$ cat src/include/lldb_sup_cfg.svh
// Constants for the leased-line dial-backup supervisor
`ifndef LLDB_SUP_CFG_SVH
`define LLDB_SUP_CFG_SVH
// Register byte offsets
`define SUP_OFF_CFG 8'h00
`define SUP_OFF_BKSET 8'h04
`define SUP_OFF_FSPEED 8'h08
`define SUP_OFF_NUMBER 8'h0c
`define SUP_OFF_FACTORY 8'h10
`define SUP_OFF_PWRITE 8'h14
`define SUP_OFF_RESTART 8'h18
`define SUP_OFF_STATUS 8'h1c
`define SUP_OFF_ACTIVE 8'h20
// Field positions
`define SUP_PW_LOC_GIVEN 2
`define SUP_BKSET_STEP 8'h02
// Configuration reset value and factory profiles
`define SUP_CFG_RST 8'h00
`define SUP_PROF_ORIG_LEASED_NUM 4'h7
`define SUP_PROF_ORIG_BACKUP_NUM 4'h8
`define SUP_PROF_ANS_BACKUP_NUM 4'h9
`define SUP_PROF_ANS_LEASED_NUM 4'hb
`define SUP_PROF_ORIG_LEASED 8'h30
`define SUP_PROF_ANS_LEASED 8'h31
`define SUP_PROF_ORIG_BACKUP 8'hf0
`define SUP_PROF_ANS_BACKUP 8'hf1
// Timing, figures in seconds and clock rate in hertz; failed-retrain limit as a count
`define SUP_CLK_HZ 40000000
`define SUP_PWRUP_S 6'd4
`define SUP_FAIL_WAIT_S 6'd25
`define SUP_FAIL_QUICK_S 6'd12
`define SUP_RETRY_S 6'd50
`define SUP_ONHOOK_S 6'd1
`define SUP_CALL_TIMEOUT_S 6'd40
`define SUP_RING_FLASH_S 6'd2
`define SUP_FAIL_LIMIT 2'd2
`endif

$ cat src/include/lldb_sup_pkg.sv
// Types for the leased-line dial-backup supervisor
package lldb_sup_pkg;
  typedef enum logic [3:0] {
    ST_POWERUP = 4'b0000,
    ST_WAIT_TONE = 4'b0001,
    ST_HANDSHAKE = 4'b0010,
    ST_LEASED = 4'b0011,
    ST_FAIL_WAIT = 4'b0100,
    ST_DIAL = 4'b0101,
    ST_BACKUP = 4'b0110,
    ST_RETRY_WAIT = 4'b0111,
    ST_ONHOOK = 4'b1000,
    ST_RING_WAIT = 4'b1001
  } lldb_state_type;
  // Configuration word, bit 7 downward
  typedef struct packed {
    logic backup_en;
    logic quick_backup;
    logic sync_mode;
    logic four_wire;
    logic speed_fallback_off;
    logic fixed_port_rate_option;
    logic dtr_ignore_option;
    logic call_role_select;
  } lldb_cfg_type;
  // Line-side inputs arriving from outside the clock domain
  typedef struct packed {
    logic leased_sense;
    logic call_fail;
    logic esc_hangup;
    logic data_key;
    logic ring;
    logic retrain_ok;
    logic retrain_fail;
    logic carrier;
    logic answer_tone;
    logic dtr;
  } lldb_pins_type;
endpackage : lldb_sup_pkg

$ cat src/rtl/lldb_sup.sv
// Leased-line supervisor with dial backup, lamps and profile store
// Function
// - Originate: delay, off-hook, tone wait, handshake
// - DTR-ignore option skips the DTR requirement
// - Synchronous port rate follows line rate
// - Async fixed rate keeps last autobaud rate
// - Break or two failed retrains: failure, lamp off
// - Wait 20-30 s, off-hook, dial slot 3
// - Unconnected backup call retried every 45-60 s
// - Backup lamp flashes during dial backup
// - Key, DTR drop, hang-up return to leased line
// - Retrain lowers speed unless fallback disabled
// - Speed lamps show current link speed
// - Fallback off holds the forced speed
// - Profile 7: originate sync four-wire, no backup
// - Profile 11: answer complement, no backup
// - Profiles 8 and 9: with dial backup
// - Loaded profile acts only after power cycle
// - Profile write locations 0-3, default 0
// - Backup profile dials 10-15 s after failure
// - Answer side flashes lamp on ring
// - Setting raised by two enables backup
// - Call role zero selects originate side
`timescale 1ns/1ps
`default_nettype none
`include "lldb_sup_cfg.svh"
module lldb_sup
  import lldb_sup_pkg::*;
#(
  parameter int TICK_CYCLES = `SUP_CLK_HZ
) (
  input wire logic sys_clk,
  input wire logic nrst,
  input wire logic clk_en,
  input wire logic psel,
  input wire logic penable,
  input wire logic pwrite,
  input wire logic [7:0] paddr,
  input wire logic [31:0] pwdata,
  output logic [31:0] prdata,
  output logic pready,
  output logic pslverr,
  input wire lldb_pins_type line_pins,
  input wire logic [2:0] line_rate,
  input wire logic autobaud_valid,
  input wire logic [3:0] autobaud_rate,
  output logic off_hook,
  output logic pstn_select,
  output logic originate_mode,
  output logic handshake_start,
  output logic dial_start,
  output logic answer_call,
  output logic [31:0] dial_number,
  output logic carrier_detect_indicator,
  output logic backup_link_lamp,
  output logic auto_answer_lamp,
  output logic [2:0] link_speed_lamp,
  output logic [3:0] port_rate
);
  localparam int HALF_CYCLES = TICK_CYCLES / 2;

  lldb_state_type state_r, state_nxt;
  lldb_cfg_type edit_cfg_r, active_cfg_r;
  lldb_cfg_type slot_r [4];
  lldb_pins_type s1_r, s2_r, s3_r, filt_r, filt_q_r;
  logic [31:0] half_cnt_r;
  logic flash_r;
  logic sec_tick;
  logic [5:0] sec_cnt_r;
  logic [1:0] fail_cnt_r;
  logic [2:0] speed_r;
  logic [2:0] forced_speed_r;
  logic [3:0] autobaud_r;
  logic [7:0] bkset_r;
  logic [31:0] number_r;
  logic [5:0] ring_hold_r;
  logic wr_en, rd_en;
  logic ev_ring, ev_retrain_fail, ev_retrain_ok, ev_carrier_up, ev_carrier_down;
  logic ev_key, ev_dtr_drop, ev_esc, ev_call_fail, ev_leased_up;
  logic restart_req, dtr_ok, answer_side, failed, restore_req, connected;
  logic [5:0] fail_wait_s;

  // APB: no wait states, but a frozen block holds the master off
  assign pready = clk_en;
  assign wr_en = psel & penable & pwrite & clk_en;
  assign rd_en = psel & penable & ~pwrite;

  // Three-stage input filter; a change counts once stages two and three agree
  genvar gi;
  generate
    for (gi = 0; gi < $bits(lldb_pins_type); gi++) begin : g_sync
      always_ff @(posedge sys_clk or negedge nrst) begin
        if (!nrst) begin
          s1_r[gi] <= 1'b0;
          s2_r[gi] <= 1'b0;
          s3_r[gi] <= 1'b0;
          filt_r[gi] <= 1'b0;
          filt_q_r[gi] <= 1'b0;
        end else if (clk_en) begin
          s1_r[gi] <= line_pins[gi];
          s2_r[gi] <= s1_r[gi];
          s3_r[gi] <= s2_r[gi];
          if (s2_r[gi] == s3_r[gi]) begin
            filt_r[gi] <= s3_r[gi];
          end
          filt_q_r[gi] <= filt_r[gi];
        end
      end
    end
  endgenerate

  // Edge events of the filtered line inputs
  assign ev_ring = filt_r.ring & ~filt_q_r.ring;
  assign ev_retrain_fail = filt_r.retrain_fail & ~filt_q_r.retrain_fail;
  assign ev_retrain_ok = filt_r.retrain_ok & ~filt_q_r.retrain_ok;
  assign ev_carrier_up = filt_r.carrier & ~filt_q_r.carrier;
  assign ev_carrier_down = ~filt_r.carrier & filt_q_r.carrier;
  assign ev_key = filt_r.data_key & ~filt_q_r.data_key;
  assign ev_dtr_drop = ~filt_r.dtr & filt_q_r.dtr;
  assign ev_esc = filt_r.esc_hangup & ~filt_q_r.esc_hangup;
  assign ev_call_fail = filt_r.call_fail & ~filt_q_r.call_fail;
  assign ev_leased_up = filt_r.leased_sense & ~filt_q_r.leased_sense;

  // Half-second flash phase; one seconds tick per full flash period
  always_ff @(posedge sys_clk or negedge nrst) begin
    if (!nrst) begin
      half_cnt_r <= 32'h0;
      flash_r <= 1'b0;
    end else if (clk_en) begin
      if (half_cnt_r >= 32'(HALF_CYCLES - 1)) begin
        half_cnt_r <= 32'h0;
        flash_r <= ~flash_r;
      end else begin
        half_cnt_r <= half_cnt_r + 32'h1;
      end
    end
  end
  assign sec_tick = flash_r && (half_cnt_r >= 32'(HALF_CYCLES - 1));

  // Role and failure decode
  assign answer_side = active_cfg_r.call_role_select;
  assign dtr_ok = filt_r.dtr | active_cfg_r.dtr_ignore_option;
  assign failed = ev_carrier_down | (fail_cnt_r >= `SUP_FAIL_LIMIT);
  assign restore_req = ev_key | ev_dtr_drop | ev_esc;
  assign connected = (state_r == ST_LEASED) || (state_r == ST_BACKUP);
  // Backup profile shortens the wait before dialling
  assign fail_wait_s = active_cfg_r.quick_backup ? `SUP_FAIL_QUICK_S : `SUP_FAIL_WAIT_S;
  assign restart_req = wr_en && psel && (paddr == `SUP_OFF_RESTART);

  // Supervisor sequence
  always_comb begin
    state_nxt = state_r;
    unique case (state_r)
      ST_POWERUP: begin
        if (sec_cnt_r >= `SUP_PWRUP_S) begin
          state_nxt = ST_WAIT_TONE;
        end
      end
      ST_WAIT_TONE: begin
        // Originate waits for answer tone; answer side sends it
        if (dtr_ok && (answer_side || filt_r.answer_tone)) begin
          state_nxt = ST_HANDSHAKE;
        end
      end
      ST_HANDSHAKE: begin
        if (filt_r.carrier) begin
          state_nxt = ST_LEASED;
        end else if (!dtr_ok) begin
          state_nxt = ST_WAIT_TONE;
        end
      end
      ST_LEASED: begin
        if (failed) begin
          if (!active_cfg_r.backup_en) begin
            state_nxt = ST_WAIT_TONE;
          end else if (answer_side) begin
            state_nxt = ST_RING_WAIT;
          end else begin
            state_nxt = ST_FAIL_WAIT;
          end
        end
      end
      ST_FAIL_WAIT: begin
        if (sec_cnt_r >= fail_wait_s) begin
          state_nxt = ST_DIAL;
        end
      end
      ST_DIAL: begin
        if (filt_r.carrier) begin
          state_nxt = ST_BACKUP;
        end else if (ev_call_fail || sec_cnt_r >= `SUP_CALL_TIMEOUT_S) begin
          state_nxt = answer_side ? ST_RING_WAIT : ST_RETRY_WAIT;
        end
      end
      ST_BACKUP: begin
        if (restore_req) begin
          state_nxt = ST_ONHOOK;
        end else if (failed) begin
          state_nxt = answer_side ? ST_RING_WAIT : ST_RETRY_WAIT;
        end
      end
      ST_RETRY_WAIT: begin
        if (ev_leased_up) begin
          state_nxt = ST_ONHOOK;
        end else if (sec_cnt_r >= `SUP_RETRY_S) begin
          state_nxt = ST_DIAL;
        end
      end
      ST_ONHOOK: begin
        if (sec_cnt_r >= `SUP_ONHOOK_S) begin
          state_nxt = ST_WAIT_TONE;
        end
      end
      ST_RING_WAIT: begin
        // Answer side picks up the incoming backup call
        if (ev_ring) begin
          state_nxt = ST_DIAL;
        end else if (ev_leased_up) begin
          state_nxt = ST_WAIT_TONE;
        end
      end
      default: state_nxt = ST_POWERUP;
    endcase
    // Soft power cycle restarts the whole sequence
    if (restart_req) begin
      state_nxt = ST_POWERUP;
    end
  end

  always_ff @(posedge sys_clk or negedge nrst) begin
    if (!nrst) begin
      state_r <= ST_POWERUP;
    end else if (clk_en) begin
      state_r <= state_nxt;
    end
  end

  // Seconds in the current state; restarts on every state change
  always_ff @(posedge sys_clk or negedge nrst) begin
    if (!nrst) begin
      sec_cnt_r <= 6'h0;
    end else if (clk_en) begin
      if (state_nxt != state_r || restart_req) begin
        sec_cnt_r <= 6'h0;
      end else if (sec_tick && sec_cnt_r != 6'h3f) begin
        sec_cnt_r <= sec_cnt_r + 6'h1;
      end
    end
  end

  // Failed-retrain count; a new connection starts it afresh
  always_ff @(posedge sys_clk or negedge nrst) begin
    if (!nrst) begin
      fail_cnt_r <= 2'h0;
    end else if (clk_en) begin
      if (!connected || state_nxt != state_r) begin
        fail_cnt_r <= 2'h0;
      end else if (ev_retrain_ok) begin
        fail_cnt_r <= 2'h0;
      end else if (ev_retrain_fail && fail_cnt_r < `SUP_FAIL_LIMIT) begin
        fail_cnt_r <= fail_cnt_r + 2'h1;
      end
    end
  end

  // Link speed: taken at connect, lowered or forced on retrain
  always_ff @(posedge sys_clk or negedge nrst) begin
    if (!nrst) begin
      speed_r <= 3'h0;
    end else if (clk_en) begin
      if (ev_carrier_up) begin
        speed_r <= active_cfg_r.speed_fallback_off ? forced_speed_r : line_rate;
      end else if (connected && ev_retrain_ok) begin
        if (active_cfg_r.speed_fallback_off) begin
          speed_r <= forced_speed_r;
        end else if (speed_r != 3'h0) begin
          speed_r <= speed_r - 3'h1;
        end
      end
    end
  end

  // Rate found by the most recent autobaud
  always_ff @(posedge sys_clk or negedge nrst) begin
    if (!nrst) begin
      autobaud_r <= 4'h0;
    end else if (clk_en && autobaud_valid) begin
      autobaud_r <= autobaud_rate;
    end
  end

  // Ring flash hold for the auto-answer lamp
  always_ff @(posedge sys_clk or negedge nrst) begin
    if (!nrst) begin
      ring_hold_r <= 6'h0;
    end else if (clk_en) begin
      if (ev_ring && answer_side) begin
        ring_hold_r <= `SUP_RING_FLASH_S;
      end else if (sec_tick && ring_hold_r != 6'h0) begin
        ring_hold_r <= ring_hold_r - 6'h1;
      end
    end
  end

  // Editable configuration, backup setting, forced speed and number
  always_ff @(posedge sys_clk or negedge nrst) begin
    if (!nrst) begin
      edit_cfg_r <= `SUP_CFG_RST;
      bkset_r <= 8'h0;
      forced_speed_r <= 3'h0;
      number_r <= 32'h0;
    end else if (clk_en && wr_en) begin
      unique case (paddr)
        `SUP_OFF_CFG: edit_cfg_r[6:0] <= pwdata[6:0];
        `SUP_OFF_BKSET: begin
          bkset_r <= pwdata[7:0];
          if (pwdata[7:0] == bkset_r + `SUP_BKSET_STEP) begin
            edit_cfg_r.backup_en <= 1'b1;
          end
        end
        `SUP_OFF_FSPEED: forced_speed_r <= pwdata[2:0];
        `SUP_OFF_NUMBER: number_r <= pwdata;
        `SUP_OFF_FACTORY: begin
          // Loads only the editable copy; nothing changes until restart
          unique case (pwdata[3:0])
            `SUP_PROF_ORIG_LEASED_NUM: edit_cfg_r <= `SUP_PROF_ORIG_LEASED;
            `SUP_PROF_ANS_LEASED_NUM: edit_cfg_r <= `SUP_PROF_ANS_LEASED;
            `SUP_PROF_ORIG_BACKUP_NUM: edit_cfg_r <= `SUP_PROF_ORIG_BACKUP;
            `SUP_PROF_ANS_BACKUP_NUM: edit_cfg_r <= `SUP_PROF_ANS_BACKUP;
            default: edit_cfg_r <= edit_cfg_r;
          endcase
        end
        default: edit_cfg_r <= edit_cfg_r;
      endcase
    end
  end

  // Stored profiles; location defaults to 0 when none is given
  generate
    for (gi = 0; gi < 4; gi++) begin : g_slot
      always_ff @(posedge sys_clk or negedge nrst) begin
        if (!nrst) begin
          slot_r[gi] <= `SUP_CFG_RST;
        end else if (clk_en && wr_en && paddr == `SUP_OFF_PWRITE) begin
          if ((pwdata[`SUP_PW_LOC_GIVEN] ? pwdata[1:0] : 2'h0) == 2'(gi)) begin
            slot_r[gi] <= edit_cfg_r;
          end
        end
      end
    end
  endgenerate

  // Active configuration recalled from location 0 on power cycle
  always_ff @(posedge sys_clk or negedge nrst) begin
    if (!nrst) begin
      active_cfg_r <= `SUP_CFG_RST;
    end else if (clk_en && restart_req) begin
      active_cfg_r <= slot_r[0];
    end
  end

  // Line control strobes; pulses last one cycle
  always_ff @(posedge sys_clk or negedge nrst) begin
    if (!nrst) begin
      handshake_start <= 1'b0;
      dial_start <= 1'b0;
      answer_call <= 1'b0;
    end else if (clk_en) begin
      handshake_start <= (state_r == ST_WAIT_TONE) && (state_nxt == ST_HANDSHAKE);
      dial_start <= (state_nxt == ST_DIAL) && (state_r != ST_DIAL) && !answer_side;
      answer_call <= (state_r == ST_RING_WAIT) && (state_nxt == ST_DIAL);
    end
  end

  // Hook relay, line relay and lamps, all registered
  always_ff @(posedge sys_clk or negedge nrst) begin
    if (!nrst) begin
      off_hook <= 1'b0;
      pstn_select <= 1'b0;
      originate_mode <= 1'b1;
      dial_number <= 32'h0;
      carrier_detect_indicator <= 1'b0;
      backup_link_lamp <= 1'b0;
      auto_answer_lamp <= 1'b0;
      link_speed_lamp <= 3'h0;
      port_rate <= 4'h0;
    end else if (clk_en) begin
      off_hook <= !(state_nxt inside {ST_POWERUP, ST_FAIL_WAIT, ST_RETRY_WAIT, ST_ONHOOK, ST_RING_WAIT});
      pstn_select <= state_nxt inside {ST_DIAL, ST_BACKUP};
      originate_mode <= !answer_side;
      dial_number <= number_r;
      carrier_detect_indicator <= connected && filt_r.carrier;
      // Flash on backup, steady on for a synchronous leased link
      backup_link_lamp <= (state_r == ST_BACKUP) ? flash_r :
                          (state_r == ST_LEASED) && active_cfg_r.sync_mode;
      auto_answer_lamp <= (ring_hold_r != 6'h0) ? flash_r : answer_side;
      link_speed_lamp <= connected ? speed_r : 3'h0;
      if (active_cfg_r.sync_mode) begin
        port_rate <= {1'b0, speed_r};
      end else if (active_cfg_r.fixed_port_rate_option) begin
        port_rate <= autobaud_r;
      end else begin
        port_rate <= autobaud_rate;
      end
    end
  end

  // Read data; unmapped addresses answer with an error
  always_comb begin
    prdata = 32'h0;
    pslverr = 1'b0;
    if (psel && penable) begin
      unique case (paddr)
        `SUP_OFF_CFG: prdata = {24'h0, edit_cfg_r};
        `SUP_OFF_BKSET: prdata = {24'h0, bkset_r};
        `SUP_OFF_FSPEED: prdata = {29'h0, forced_speed_r};
        `SUP_OFF_NUMBER: prdata = number_r;
        `SUP_OFF_FACTORY, `SUP_OFF_PWRITE, `SUP_OFF_RESTART: prdata = 32'h0;
        `SUP_OFF_STATUS: begin
          if (rd_en) begin
            prdata = {16'h0, pstn_select, off_hook, port_rate, speed_r, fail_cnt_r, filt_r.carrier, state_r};
          end
        end
        `SUP_OFF_ACTIVE: prdata = {24'h0, active_cfg_r};
        default: pslverr = 1'b1;
      endcase
    end
  end
endmodule : lldb_sup
`default_nettype wire

$ cat config.mk
export PLATFORM = sky130hd
export DESIGN_NAME = lldb_sup
export DESIGN_NICKNAME = d
export VERILOG_FILES = /design/src/include/lldb_sup_pkg.sv /design/src/rtl/lldb_sup.sv
export VERILOG_INCLUDE_DIRS = /design/src /design/src/include
export SDC_FILE = /design/constraint.sdc
export NUM_CORES = 1
export LEC_CHECK = 0
export ABC_AREA = 1
export BUFFER_PORTS_ARGS = -buffer_cell sky130_fd_sc_hd__buf_2
export CELL_PAD_IN_SITES_DETAIL_PLACEMENT = 0
export CELL_PAD_IN_SITES_GLOBAL_PLACEMENT = 2
export CORE_MARGIN = 2
export CORE_UTILIZATION = 37
export CTS_CLUSTER_DIAMETER = 150
export DETAILED_ROUTE_END_ITERATION = 12
export PLACE_DENSITY = 0.95
export SKIP_CTS_REPAIR_TIMING = 1
export SLEW_MARGIN = 20
export SYNTH_ARGS = -nofsm -noshare
export SYNTH_HDL_FRONTEND = slang
export SYNTH_SLANG_ARGS = --single-unit
$ cat constraint.sdc
create_clock -name sys_clk -period 5.9 [get_ports sys_clk]
set_input_delay 0.59 -clock sys_clk [delete_from_list [all_inputs] [get_ports sys_clk]]
set_output_delay 0.59 -clock sys_clk [all_outputs]
set_load 0.03 [all_outputs]
==> run_results.csv <==
group,metric,value,unit
power,finalPower,4.02,mW
floorplan,fp.dieH,176,um
layout,diodes,0,
global_route,grt_pass1_vias,9169,
detailed_routing,vias,9370,
placement,placed_cell_area,12000,um^2
floorplan,rows,62,
power,power_density,312,nW/um^2
setup_path,crit_path_end_kind,"output pin",
layout,layout.cells.non_filler,1905,
power,p_switching,1.19,mW
power,leakagePower,6.68,nW
setup_path,r2r_cells,9,
floorplan,coreArea,28900,um^2
synth,async_reset_ff_share,100,%
clocking,htree_levels,1,
synth,seq_area_frac_synth,50.7,%
layout,multi_input_area,4690,um^2
synth,synth_warnings,0,
global_route,groute.usage.overall,19.5,%
flow_run,maxCapViolations,0,
floorplan,die_area,31000,um^2
clocking,clock_latency,530,ps
power,power_frac_comb,16.0,%
clocking,clock-sinks,222,
setup_path,crit_fanout,19,
synth,synth_ff_type,"dfrtp_1",
layout,layout_common_cells,"452 x nand2_1, 221 x dfrtp_1, 143 x buf_2",
floorplan,io_pins,146,
synth,ys_ff_latch,222,
detailed_routing,drc,0,
worst_hold_path,hp-class,"input port to asynchronous set/reset pin",
synth,synth_area,11000,um^2
layout,regArea,5560,um^2
detailed_routing,wl_per_cell,15.7,um
timing,fin_worst_skew,11.6,ps
clocking,cts_root_buf,"clkbuf_16",
power,ir_drop,0.162,mV
global_route,grt_overflow_total,0,
placement,dp_slack,2340,ps
timing,rsz0062_at_grt,"false",
clocking,numCtsBuffers,26,
timing,setup-tns-final,0,ps
placement,io_buffer_count,145,
power,clockPowerShare,40.2,%
timing,setup_violations,0,
setup_path,critPathLaunchType,"input port",
layout,finalNetCount,1580,
status,status,"completed",
power,seqPwrFrac,43.7,%
timing,worst_slew_pin_slew,985,ps
clocking,path_clk_slew,60,ps
clocking,clk_path_buf_depth,3,
timing,slew_violations,0,
setup_path,r2r_start,"half_cnt_r[29]",
detailed_routing,ant_nets,0,
timing,hold_viol,0,
detailed_routing,routed_wl,29800,um
layout,layout-drive-gt1-share,16.8,%
placement,placed_cells,1858,
floorplan,start_util,37.9,%
global_route,antenna_found_initial,0,
setup_path,worst-endpoint-required,5310,ps
synth,synth_area_per_cell,8.02,um^2
timing,fin_crit_sh,60.8,%
global_route,grt_start_max_net_pins,125,
detailed_routing,viasPerCell,4.92,
timing,setup_ws,2310,ps
synth,postSynthCellCount,1366,
layout,utilization,44.6,%
clocking,cts_tree,"yes",
global_route,grt_pass1_wl,48800,um
layout,layout_commonest_cell,"nand2_1",
synth,postSynthNetCount,1444,
layout,area_delta_synth_final,17.9,%
setup_path,cp-endpoint,"prdata[8]",
setup_path,path_class,"input port to output pin",
floorplan,die_w,176,um
setup_path,crit_path_start,"paddr[7]",
layout,nFillCells,2930,
detailed_routing,dr.pass1.iters,5,
synth,synth_cell_type_count,45,
detailed_routing,drt_iter0_markers,698,
layout,final_area,12900,um^2
timing,timing.hold.ws,127,ps
timing,fin_crit,3590,ps
placement,hpwl,21100,um
power,switching_share,29.6,%
setup_path,rrSetupSlack,3310,ps
timing,clock.fmax,279,MHz
placement,gp_congestion,0.906,
setup_path,cp.arrival,3000,ps
timing,maxSlewHeadroom,34.3,%
setup_path,rr_endpoint,"half_cnt_r[11]",
synth,synth_edf_count,0,
power,internal_power,2.83,mW
-- state kept, by name (all words and copies together), names as in the netlist, 2 cells and up --
signal,count
slot_r,8
speed_r,3
s1_r,10
half_cnt_r,32
active_cfg_r,7
filt_r,10
link_speed_lamp,3
autobaud_r,4
forced_speed_r,3
s2_r,10
bkset_r,8
s3_r,10
sec_cnt_r,6
ring_hold_r,6
fail_cnt_r,2
edit_cfg_r,8
port_rate,4
dial_number,32
number_r,32
state_r,4
filt_q_r,9
-- synthesized netlist by cell type, types with 2 or more instances --
cell type	instances	area, um^2
clkbuf_1	24	90.1
o31ai_1	7	52.6
nand2_2	10	62.6
nand3b_1	4	30.0
o21a_1	3	22.5
a31oi_1	12	75.1
xor2_1	14	123
buf_1	6	22.5
inv_2	7	26.3
buf_2	9	45.0
nor4_1	6	37.5
a41oi_1	3	26.3
inv_1	129	484
nor2_2	7	43.8
buf_4	4	30.0
or2_1	2	12.5
o22ai_1	6	37.5
ha_1	14	175
nand2_1	452	1700
nand3_1	56	280
nand4_1	13	81.3
nor3_1	24	120
o21ai_0	108	541
nor2_4	2	22.5
clkinv_1	2	7.51
o221ai_1	3	26.3
a21oi_1	29	145
nand3_2	5	50.1
o211ai_1	7	52.6
dfrtp_1	221	5530
a211oi_1	3	22.5
mux2_2	24	270
nor2_1	127	477
xnor2_1	7	61.3
a221oi_1	6	52.6
-- per-layer routing --
layer,global-route usage [%],routed length (um),up-vias
met5,0,0,-
met4,5.51,723,0
met3,3.04,1460,40
met2,31.7,13800,193
met1,27.2,13900,4455
li1,-,-,4682
-- worst min path at each step --
stage                         start               to  slack (ps)  cells after the start
finish                         nrst          s3_r[5]         130                      1
global route                   nrst          s3_r[5]         200                      1
floorplan                      nrst  active_cfg_r[1]         290                      0
CTS                            nrst        filt_r[5]         200                      1
detailed placement   dial_number[1]   dial_number[1]         450                      2
global placement    dial_number[20]  dial_number[20]         450                      2
-- worst max-delay path, cell delays in order --
cell	delay, ps
buf_2	90
or2_1	240
nor2_2	120
nand2_1	130
nor2_2	750
nor2_1	120
nand3_1	170
o31ai_1	140
buf_4	230
a21oi_1	180
buf_2	240
-- final cells by class --
class | instances | share of cell area (%)
inverters | 138 | 4.02
clock buffers | 39 | 6.19
multi-input cells | 963 | 36.3
well taps | 384 | 3.72
flip-flops and latches | 222 | 43.0
clock inverters | 8 | 0.668
repair buffers | 151 | 6.06
-- power by group through the flow --
stage / Clock [mW] / Sequential (mW) / Combinational (mW)
after floorplan: 0 / 1.76 / 0.457
after global placement: 0 / 1.78 / 0.639
after detailed placement: 0 / 1.79 / 0.649
after CTS: 1.66 / 1.76 / 0.654
after global routing: 1.72 / 1.78 / 0.750
final: 1.62 / 1.76 / 0.646
-- cells by family (layout without fill, tap and decap cells) --
| logic type | count (synthesis) | in the layout | share of synthesized area [%] |
|---|---|---|---|
| buffers and inverters | 181 | 336 | 6.44 |
| and+or+nand+nor | 712 | 712 | 27.0 |
| DFF | 222 | 222 | 50.7 |
| AOI/OAI and AO/OA | 192 | 192 | 10.0 |
| adders and majority gates | 14 | 14 | 1.60 |
| xor gates and xnor gates | 21 | 21 | 1.68 |
| muxes | 24 | 24 | 2.47 |
Power figures use the tool's default switching activity.
